[src/adcc_pkg.sv]
// adcc_pkg: constants, register map and timing tables of the converter control block
package adcc_pkg;

  // ----------------------------------------------------------------
  // widths
  // ----------------------------------------------------------------
  localparam int ADCC_RES_W = 10;
  localparam int ADCC_CH_N = 4;
  localparam int ADCC_CNT_W = 8;
  localparam int ADCC_BIT_W = 4;

  // ----------------------------------------------------------------
  // register map (byte addresses)
  // ----------------------------------------------------------------
  localparam logic [15:0] ADCC_MODE_ADDR = 16'hff80;
  localparam logic [15:0] ADCC_CHSEL_ADDR = 16'hff81;
  localparam logic [15:0] ADCC_RES_LO_ADDR = 16'hff18;
  localparam logic [15:0] ADCC_RES_HI_ADDR = 16'hff19;
  localparam logic [15:0] ADCC_RESH_ADDR = 16'hff1a;

  // ----------------------------------------------------------------
  // field layout and reset values
  // ----------------------------------------------------------------
  localparam int ADCC_RUN_BIT = 7;
  localparam int ADCC_TSEL_LSB = 3;
  localparam int ADCC_TSEL_MSB = 5;
  localparam int ADCC_REFEN_BIT = 0;
  localparam logic [7:0] ADCC_MODE_MASK = 8'hb9;
  localparam logic [7:0] ADCC_CHSEL_MASK = 8'h03;
  localparam logic [7:0] ADCC_MODE_RST = 8'h00;
  localparam logic [7:0] ADCC_CHSEL_RST = 8'h00;
  localparam logic [ADCC_RES_W-1:0] ADCC_SAR_MSB = 10'h200;
  localparam logic [ADCC_BIT_W-1:0] ADCC_TOP_BIT = 4'h9;
  localparam logic [ADCC_CNT_W-1:0] ADCC_CNT_ONE = 8'h01;
  localparam logic [2:0] ADCC_STEP_ONE = 3'h1;

  // ----------------------------------------------------------------
  // timing tables in peripheral-clock cycles
  // ----------------------------------------------------------------
  function automatic logic [ADCC_CNT_W-1:0] adcc_sample_cycles(input logic [2:0] code);
    logic [ADCC_CNT_W-1:0] n;
    n = 8'h0c;
    case (code)
      3'h0: n = 8'h0c;
      3'h1: n = 8'h18;
      3'h2: n = 8'h30;
      3'h3: n = 8'h58;
      3'h4: n = 8'h18;
      3'h5: n = 8'h30;
      3'h6: n = 8'h60;
      default: n = 8'hb0;
    endcase
    return n;
  endfunction

  function automatic logic [ADCC_CNT_W-1:0] adcc_total_cycles(input logic [2:0] code);
    logic [ADCC_CNT_W-1:0] n;
    n = 8'h24;
    case (code)
      3'h0: n = 8'h24;
      3'h1: n = 8'h30;
      3'h2: n = 8'h48;
      3'h3: n = 8'h70;
      3'h4: n = 8'h48;
      3'h5: n = 8'h60;
      3'h6: n = 8'h90;
      default: n = 8'he0;
    endcase
    return n;
  endfunction

  // cycles per bit decision: (total - sample) / 10, rounded down
  function automatic logic [2:0] adcc_step_cycles(input logic [2:0] code);
    return code[2] ? 3'h4 : 3'h2;
  endfunction

  typedef enum logic [1:0] {
    ADCC_IDLE,
    ADCC_SAMPLE,
    ADCC_CONVERT,
    ADCC_FINISH
  } adcc_state_t;

endpackage

[src/adcc_sar_if.sv]
// adcc_sar_if: handshake between the conversion sequencer and the approximation register
`timescale 1ns/10ps
`default_nettype none
interface adcc_sar_if;
  logic load_msb;
  logic decide;
  logic cmp_high;
  logic [9:0] code;
  logic last_bit;

  modport seq (
    output load_msb,
    output decide,
    output cmp_high,
    input code,
    input last_bit
  );

  modport sar (
    input load_msb,
    input decide,
    input cmp_high,
    output code,
    output last_bit
  );
endinterface
`default_nettype wire

[src/adcc_sar_reg.sv]
// adcc_sar_reg: successive-approximation register, one bit per decision
`timescale 1ns/10ps
`default_nettype none
module adcc_sar_reg
  import adcc_pkg::*;
(
  // clock and reset
  input wire logic mclk,
  input wire logic rst,
  // sequencer side
  adcc_sar_if.sar sar_if
);
  import adcc_pkg::*;

  logic [ADCC_RES_W-1:0] approx_q;
  logic [ADCC_RES_W-1:0] approx_d;
  logic [ADCC_BIT_W-1:0] bit_q;
  logic [ADCC_BIT_W-1:0] bit_d;
  logic [ADCC_RES_W-1:0] cur_mask;
  logic [ADCC_RES_W-1:0] next_mask;
  logic [ADCC_RES_W-1:0] kept;

  // ----------------------------------------------------------------
  // bit decision
  // ----------------------------------------------------------------
  assign cur_mask = ADCC_SAR_MSB >> (ADCC_TOP_BIT - bit_q);
  assign next_mask = cur_mask >> 1;
  assign kept = sar_if.cmp_high ? approx_q : (approx_q & ~cur_mask);
  assign sar_if.last_bit = (bit_q == '0);
  assign sar_if.code = approx_q;

  always_comb
  begin
    approx_d = approx_q;
    bit_d = bit_q;
    if (sar_if.load_msb)
    begin
      approx_d = ADCC_SAR_MSB;
      bit_d = ADCC_TOP_BIT;
    end
    else if (sar_if.decide)
    begin
      approx_d = kept | next_mask;
      if (bit_q != '0)
      begin
        bit_d = bit_q - 4'h1;
      end
    end
  end

  always_ff @(posedge mclk or posedge rst)
  begin
    if (rst)
    begin
      approx_q <= '0;
      bit_q <= ADCC_TOP_BIT;
    end
    else
    begin
      approx_q <= approx_d;
      bit_q <= bit_d;
    end
  end
endmodule
`default_nettype wire

[src/adcc_top.sv]
// adcc_top: registers and conversion sequencing of the 10-bit converter control block
//
// Function
// - four analog inputs; unselected input pins stay usable as port inputs
// - sample selected input at conversion start, hold it for the whole conversion
// - resolve bits MSB first; copy register to results after LSB
// - wide result gets 10-bit value, upper six bits read zero
// - high result register loaded with upper eight result bits
// - raise end-of-conversion interrupt after every finished conversion
// - mode register at FF80H, reset 00H, run/timing/reference layout
// - run bit zero stops conversion, one enables it
// - timing field picks sampling and total cycle counts from table
// - reference enable bit switches reference generator off or on
// - conversion proceeds without reference; first result invalid, software discards
// - run/reference bits give stop, waiting and conversion states
// - mode register accepts single-bit and byte writes
// - channel register accepts bit and byte writes, resets to 00H
// - two low channel bits choose input channel 0 to 3
// - conversions repeat back to back until run bit is cleared
// - mode or channel write aborts conversion; restarts if run set
// - each step sets next bit, keeps or clears it by comparator
// - high result register shows top eight bits of the result
`timescale 1ns/10ps
`default_nettype none
module adcc_top
  import adcc_pkg::*;
(
  // clock and reset
  input wire logic mclk,
  input wire logic rst,
  // processor register port
  input wire logic [15:0] cpu_addr,
  input wire logic cpu_wr,
  input wire logic [7:0] cpu_wmask,
  input wire logic [7:0] cpu_wdata,
  output logic [15:0] cpu_rdata,
  // analog front end
  input wire logic cmp_in,
  output logic sample_en,
  output logic [ADCC_CH_N-1:0] analog_input_sel,
  output logic [ADCC_CH_N-1:0] port_input_avail,
  output logic [ADCC_RES_W-1:0] tap_code,
  output logic ref_gen_on,
  // status and interrupt
  output logic [1:0] op_state,
  output logic conversion_done_irq
);
  import adcc_pkg::*;

  // ----------------------------------------------------------------
  // declarations
  // ----------------------------------------------------------------
  logic [7:0] mode_q;
  logic [7:0] mode_d;
  logic [7:0] chsel_q;
  logic [7:0] chsel_d;
  logic [ADCC_RES_W-1:0] result_q;
  logic [15:0] rdata_q;
  logic [15:0] rdata_d;
  logic cmp_q;
  logic irq_q;
  logic sample_q;
  adcc_state_t state_q;
  adcc_state_t state_d;
  logic [ADCC_CNT_W-1:0] cnt_q;
  logic [ADCC_CNT_W-1:0] cnt_d;
  logic [2:0] step_q;
  logic [2:0] step_d;
  logic sel_mode;
  logic sel_chsel;
  logic sel_res_lo;
  logic sel_res_hi;
  logic sel_resh;
  logic wr_mode;
  logic wr_chsel;
  logic restart;
  logic run;
  logic ref_en;
  logic [2:0] tsel;
  logic [ADCC_CNT_W-1:0] sample_last;
  logic [ADCC_CNT_W-1:0] total_last;
  logic [2:0] step_last;
  logic sample_end;
  logic step_end;
  logic conv_end;
  logic latch_result;
  logic [15:0] result_wide;
  logic [7:0] result_high;

  adcc_sar_if sar_bus ();

  // ----------------------------------------------------------------
  // register decode
  // ----------------------------------------------------------------
  assign sel_mode = (cpu_addr == ADCC_MODE_ADDR);
  assign sel_chsel = (cpu_addr == ADCC_CHSEL_ADDR);
  assign sel_res_lo = (cpu_addr == ADCC_RES_LO_ADDR);
  assign sel_res_hi = (cpu_addr == ADCC_RES_HI_ADDR);
  assign sel_resh = (cpu_addr == ADCC_RESH_ADDR);
  assign wr_mode = cpu_wr && sel_mode;
  assign wr_chsel = cpu_wr && sel_chsel;
  assign restart = wr_mode || wr_chsel;

  // masked write covers both single-bit and whole-byte stores
  assign mode_d = wr_mode
    ? (((mode_q & ~cpu_wmask) | (cpu_wdata & cpu_wmask)) & ADCC_MODE_MASK)
    : mode_q;
  assign chsel_d = wr_chsel
    ? (((chsel_q & ~cpu_wmask) | (cpu_wdata & cpu_wmask)) & ADCC_CHSEL_MASK)
    : chsel_q;

  assign run = mode_q[ADCC_RUN_BIT];
  assign ref_en = mode_q[ADCC_REFEN_BIT];
  assign tsel = mode_q[ADCC_TSEL_MSB:ADCC_TSEL_LSB];

  // ----------------------------------------------------------------
  // result views and read data
  // ----------------------------------------------------------------
  assign result_wide = {6'h00, result_q};
  assign result_high = result_q[ADCC_RES_W-1:2];

  // results have no write path at all
  always_comb
  begin
    rdata_d = 16'h0000;
    if (sel_mode)
    begin
      rdata_d = {8'h00, mode_q};
    end
    else if (sel_chsel)
    begin
      rdata_d = {8'h00, chsel_q};
    end
    else if (sel_res_lo)
    begin
      rdata_d = result_wide;
    end
    else if (sel_res_hi)
    begin
      rdata_d = {8'h00, result_wide[15:8]};
    end
    else if (sel_resh)
    begin
      rdata_d = {8'h00, result_high};
    end
  end

  // ----------------------------------------------------------------
  // sequencing: sample, bit steps, pad to total length
  // ----------------------------------------------------------------
  assign sample_last = adcc_sample_cycles(tsel) - ADCC_CNT_ONE;
  assign total_last = adcc_total_cycles(tsel) - ADCC_CNT_ONE;
  assign step_last = adcc_step_cycles(tsel) - ADCC_STEP_ONE;
  assign sample_end = (state_q == ADCC_SAMPLE) && (cnt_q == sample_last);
  assign step_end = (state_q == ADCC_CONVERT) && (step_q == step_last);
  assign conv_end = (state_q == ADCC_FINISH) && (cnt_q == total_last);
  assign latch_result = conv_end && !restart;

  assign sar_bus.load_msb = sample_end;
  assign sar_bus.decide = step_end;
  assign sar_bus.cmp_high = cmp_q;

  always_comb
  begin
    state_d = state_q;
    cnt_d = cnt_q + ADCC_CNT_ONE;
    step_d = '0;
    case (state_q)
      ADCC_IDLE:
      begin
        cnt_d = '0;
        // reference state does not gate the conversion
        if (run)
        begin
          state_d = ADCC_SAMPLE;
        end
      end
      ADCC_SAMPLE:
      begin
        if (sample_end)
        begin
          state_d = ADCC_CONVERT;
        end
      end
      ADCC_CONVERT:
      begin
        step_d = step_q + ADCC_STEP_ONE;
        if (step_end)
        begin
          step_d = '0;
          if (sar_bus.last_bit)
          begin
            state_d = ADCC_FINISH;
          end
        end
      end
      ADCC_FINISH:
      begin
        if (conv_end)
        begin
          cnt_d = '0;
          state_d = run ? ADCC_SAMPLE : ADCC_IDLE;
        end
      end
      default:
      begin
        state_d = ADCC_IDLE;
      end
    endcase
    if (restart)
    begin
      state_d = ADCC_IDLE;
      cnt_d = '0;
      step_d = '0;
    end
  end

  // ----------------------------------------------------------------
  // front-end outputs
  // ----------------------------------------------------------------
  assign analog_input_sel = 4'h1 << chsel_q[1:0];
  assign port_input_avail = ~analog_input_sel;
  assign sample_en = sample_q;
  assign tap_code = sar_bus.code;
  assign ref_gen_on = ref_en;
  assign op_state = {run, ref_en && !run};
  assign conversion_done_irq = irq_q;
  assign cpu_rdata = rdata_q;

  adcc_sar_reg u_sar (
    .mclk(mclk),
    .rst(rst),
    .sar_if(sar_bus)
  );

  // ----------------------------------------------------------------
  // registers
  // ----------------------------------------------------------------
  always_ff @(posedge mclk or posedge rst)
  begin
    if (rst)
    begin
      mode_q <= ADCC_MODE_RST;
      chsel_q <= ADCC_CHSEL_RST;
      rdata_q <= '0;
    end
    else
    begin
      mode_q <= mode_d;
      chsel_q <= chsel_d;
      rdata_q <= rdata_d;
    end
  end

  // comparator is strobed by the converter on mclk, no resynchronising;
  // a single stage keeps each decision inside a bit step of two or four cycles
  always_ff @(posedge mclk or posedge rst)
  begin
    if (rst)
    begin
      cmp_q <= 1'b0;
    end
    else
    begin
      cmp_q <= cmp_in;
    end
  end

  always_ff @(posedge mclk or posedge rst)
  begin
    if (rst)
    begin
      state_q <= ADCC_IDLE;
      cnt_q <= '0;
      step_q <= '0;
      sample_q <= 1'b0;
      irq_q <= 1'b0;
    end
    else
    begin
      state_q <= state_d;
      cnt_q <= cnt_d;
      step_q <= step_d;
      sample_q <= (state_d == ADCC_SAMPLE);
      irq_q <= latch_result;
    end
  end

  // result holds its power-up value until the first conversion ends
  always_ff @(posedge mclk)
  begin
    if (latch_result)
    begin
      result_q <= sar_bus.code;
    end
  end
endmodule
`default_nettype wire

[config.mk]
export PLATFORM = sky130hd
export DESIGN_NAME = adcc_top
export DESIGN_NICKNAME = d
export VERILOG_FILES = /design/src/adcc_pkg.sv /design/src/adcc_sar_if.sv /design/src/adcc_sar_reg.sv /design/src/adcc_top.sv
export SDC_FILE = /design/constraint.sdc
export NUM_CORES = 1
export LEC_CHECK = 0
export BUFFER_PORTS_ARGS = -buffer_cell sky130_fd_sc_hd__buf_2
export CAP_MARGIN = 20
export CORE_MARGIN = 4
export CORE_UTILIZATION = 50
export CTS_CLUSTER_SIZE = 30
export DETAILED_ROUTE_END_ITERATION = 6
export MAX_ROUTING_LAYER = met4
export PLACE_DENSITY = 0.77
export SKIP_LAST_GASP = 1
export SLEW_MARGIN = 20
export SYNTH_ARGS = -nofsm -noshare
export SYNTH_HDL_FRONTEND = slang
export SYNTH_SLANG_ARGS = --single-unit
export TNS_END_PERCENT = 100
[constraint.sdc]
create_clock -name mclk -period 3.5 [get_ports mclk]
set_clock_uncertainty 0.2 [all_clocks]
set_input_delay 0.525 -clock mclk [delete_from_list [all_inputs] [get_ports mclk]]
set_output_delay 0.525 -clock mclk [all_outputs]
set_load 0.02 [all_outputs]
Word level (Yosys, flattened, before mapping) --
Index checks and enable logic that the tools add are counted.
Storage, ports and cells: output and inout port bits 39, logic and storage cells 97, memory bits (writable) 0, ROM bits 0, input port bits 36, register bits after elaboration 63, memories kept 0, bits in latches 0
Cells by class: bitwise operators 10, equality and inequality tests 18, reductions and logical operators 20, div/mod/pow operators 0, shifts and indexed selects 2, multiply operators 0, order comparisons 0, add/sub/neg operators 7, muxes and demuxes 28
Operators with widths (count):
- equality test 16 bit, second input constant | 5
- 2-to-1 mux 10 bit | 5
- case mux 8 bit (6 select lines) | 1
- case mux 8 bit (5 select lines) | 1
- 2-to-1 mux 8 bit | 4
- bitwise AND 8 bit | 2
- equality test 8 bit | 2
- 2-to-1 mux 16 bit | 1
- case mux 8 bit (2 select lines) | 1
- subtractor 8 x 1 -> 8 bit, second input constant | 2
- 2-to-1 mux 2 bit | 6
- 2-to-1 mux 3 bit | 4
- 2-to-1 mux 4 bit | 3
- bitwise AND 10 bit | 1
- inverter 10 bit | 1
- OR 10 x 9 -> 10 bit | 1
- >> shifter 10 x 4 -> 10 bit, first input constant | 1
- equality test 3 bit, second input constant | 3
- adder 8 x 1 -> 8 bit, second input constant | 1
- inverter 8 bit | 1
- OR 8 bit | 1
- case mux 2 bit (4 select lines) | 1
- logical AND 1 bit | 7
- equality test 3 x 2 -> 1 bit, second input constant | 2
- other kinds (22) | 28

Depth between registers and ports, before layout --
word-level depth 10, mapped depth 11, gate-level depth less buffers 9

Hierarchy --
Synthesis repeated with hierarchy kept, for this count alone.
Second synthesis, totals: cell total of the unflattened synthesis 319, area total of the unflattened synthesis 3210.6 um2
By module, submodules not included:
- adcc_top | cells each 246, times used 1, seq. area each 1126.1 um2, area an instance 2442.3 um2
- adcc_sar_reg | cells each 73, times used 1, seq. area each 352.8 um2, area an instance 768.2 um2

Least setup slack after synthesis --
OpenSTA, ideal clock, no wires.
path type reg2reg, start register (tool-made name), end register result_q[0] (enable), path slack 482 ps, cell stages (with the launch flop) 10, period minus slack after synthesis 3018 ps, required time 2908 ps, arrival 2426 ps, buffers on the path 2, setup time 392 ps, cell sequence dfrtp_1 -> buf_6 -> buf_2 -> xor2_1 -> nand2b_1 -> ha_1 -> xnor2_1 -> a211oi_1 -> nand4_1 -> nor3_1
RTL lines:
- end signal: assignment | line adcc_top.sv:294 | result_q <= sar_bus.code;
- end: declaration | line adcc_top.sv:57 | logic [ADCC_RES_W-1:0] result_q;

==> results.tsv <==
metric	value	unit
gr usage total	19.4	%
Ys Warns	0	
Slew @ Worst Pin	0.811	ns
crit path time final	2.80	ns
vias in the first global route	2568	
Fin Setup TNS	0	ns
hold_buf cts	0	
Slew Viols, Final	0	
TritonCTS clock tree	yes	
routed wire length	6500	µm
Seq cells post-synth	57	
GRT met2 Usage	33.8	%
setup violators final	0	
WP data required	3.34	ns
Seq/Total Area, Yosys	46.5	%
clk sinks	57	
most frequently used flop master after synthesis	dfrtp_1	
Post-CTS Setup Bufs	0	
core area	0.00606	mm²
P_leak	0.00187	µW
arrival time at the worst endpoint	2.64	ns
largest net degree at the start of global routing	48	
RD Place Congestion	0.851	
number of buffers added on ports	64	
Post-layout nets	426	
count of different cell masters after synthesis	59	
Wirelength per Cell	14.3	µm
Via Count	2474	
dpl cells	438	
Worst-path clk slew	0.07	ns
fmax	357	MHz
initial antenna violation count	0	
Synth area leader	dfrtp_1	
drt first-iter violations	144	
pre-CTS WS	0.685	ns
Mapped Cells	310	
first-pass GRT wire length	11300	µm
most frequent cells in the layout	64 x buf_2, 45 x dfrtp_1, 30 x nand2_1	
Synth-to-Final Area Change	18.0	%
crit-path max FO	17	
area fraction of the dominant cell type after synthesis	35.4	%
Non-Filler Instances	454	
share of layout cells above drive strength 1	26.1	%
Post-Synthesis Mean Instance Area	10.3	µm²
final worst-path setup slack	0.698	ns
Hold Crit Class	in -> reg	
drt drc	0	
H-tree lvl count	3	
Tot Pwr	1480	µW
Fin. Hold Viols	0	
Startpoint Class	register	
GRT met3 Usage	3.29	%
chip width	87.7	µm
1st-pass router iterations	4	
WS Path Type	reg -> reg	
ys async rst share	82.5	%
RSZ-0062 raised after global routing	no	
# IOs	75	
grt ovf	0	
Final Cycle Share	80.1	%
Vias/cell	5.45	
cell area after synthesis	0.00318	mm²
Antenna Cells	0	
# rows	28	
met1 Use GR	21.1	%
Detailed Place HPWL	4830	µm
power per cell area	394	mW/mm²
outcome	completed	
peak supply drop	234	µV
commonest non-fill, non-tap cell in the layout	buf_2	
hold path start	cmp_in	
Rel. slew slack	46.0	%
CTS Buf Count	9	
clock buffer depth	2	
DIE HEIGHT	87.7	µm
Worst Setup End Kind	register	
max cap viols	0	
Top Usage Layer GRT	met2	
CTS Root Cell	clkbuf_8	
largest cells by area after synthesis	dfrtp_1 35%, edfxtp_1 9.4%, ha_1 6.3%	
Die ar.	0.00770	mm²
Worst-Skew Late Latency	0.33	ns
Post-synth EDFFs	10	
antenna-violating nets left	0	
Post-CTS Resized	0	
initial core utilization	52.4	%
[final timing paths]
kind,endpoint,slack (ns),depth (start not counted)
worst max-delay path,result_q[0]$_DFFE_PP_,0.70,8
worst min-delay path,cmp_q$_DFF_PP0_,0.09,1
worst max register to register,result_q[0]$_DFFE_PP_,0.70,8
worst min register to register,step_q[0]$_DFF_PP0_,0.27,1
max in group asynchronous,cnt_q[7]$_DFF_PP0_,2.48,2
min in group asynchronous,cpu_rdata[3]$_DFF_PP0_,0.11,2
[metrics by stage]
| stage | hold WS, ns | cell area, µm² | utilization, % |
|---|---|---|---|
| 2_1_floorplan | 0.231 | 3200 | - |
| 3_3_place_gp | 0.250 | 3500 | 57.7 |
| 3_5_place_dp | 0.259 | 3500 | 57.7 |
| 4_1_cts | 0.0808 | 3750 | 61.8 |
| 5_1_grt | 0.0766 | 3750 | 61.8 |
| 6_report | 0.0922 | 3750 | 61.8 |
[layout make-up]
class	count	area (µm²)
fill	497	2310
multi-input combinational	226	1540
sequential	57	1480
timing repair buffer	65	328
clock inverter	7	125
clock buffer	9	124
tap	75	93.8
inverter	15	57.6
[cell families after synthesis]
| kind of cell | count (synthesis) | synth area share, % |
|---|---|---|
| other cells | 1 | 0.118 |
| buf+inv | 32 | 5.55 |
| compound gates | 52 | 10.6 |
| fa+ha+maj | 16 | 6.30 |
| flops | 57 | 46.5 |
| mux | 19 | 6.30 |
| xor+xnor | 19 | 5.24 |
| simple gates | 114 | 19.4 |
[worst max-delay path: stages (launching register included)]
cell and delay, ns:
dfrtp_1 0.60, nor3_2 0.36, inv_1 0.07, ha_1 0.29, xnor2_1 0.13, a211oi_1 0.24
nand4_1 0.19, nor3_1 0.20, buf_4 0.21
[where the power goes]
part	internal [µW]	switching (µW)	leakage, µW
combinational	17.1	28.8	0.000977
sequential	674	0.683	0.000764
clock	480	278	0.000124
total	1170	308	0.00187
[Yosys cell counts, types with 4 or more instances]
cell       n
and3_1     6
nor3b_1    4
edfxtp_1  10
nor2b_1    4
xor2_1    10
inv_1     15
mux2_2     7
a21oi_1   13
nor2_1    19
ha_1      16
dfrtp_1   45
nand2_1   30
nor3_1     4
xnor2_1    9
nand2b_1  10
nand3_1   14
buf_4     10
and2_1     4
mux2i_1   11
o21ai_0   17
[metal layers]
metal	wire length, µm	up-vias
met2	3350	77
met5	0	-
met3	409	12
met4	146	0
met1	2600	1181
li1	-	1204
Power figures use the tool's default switching activity.
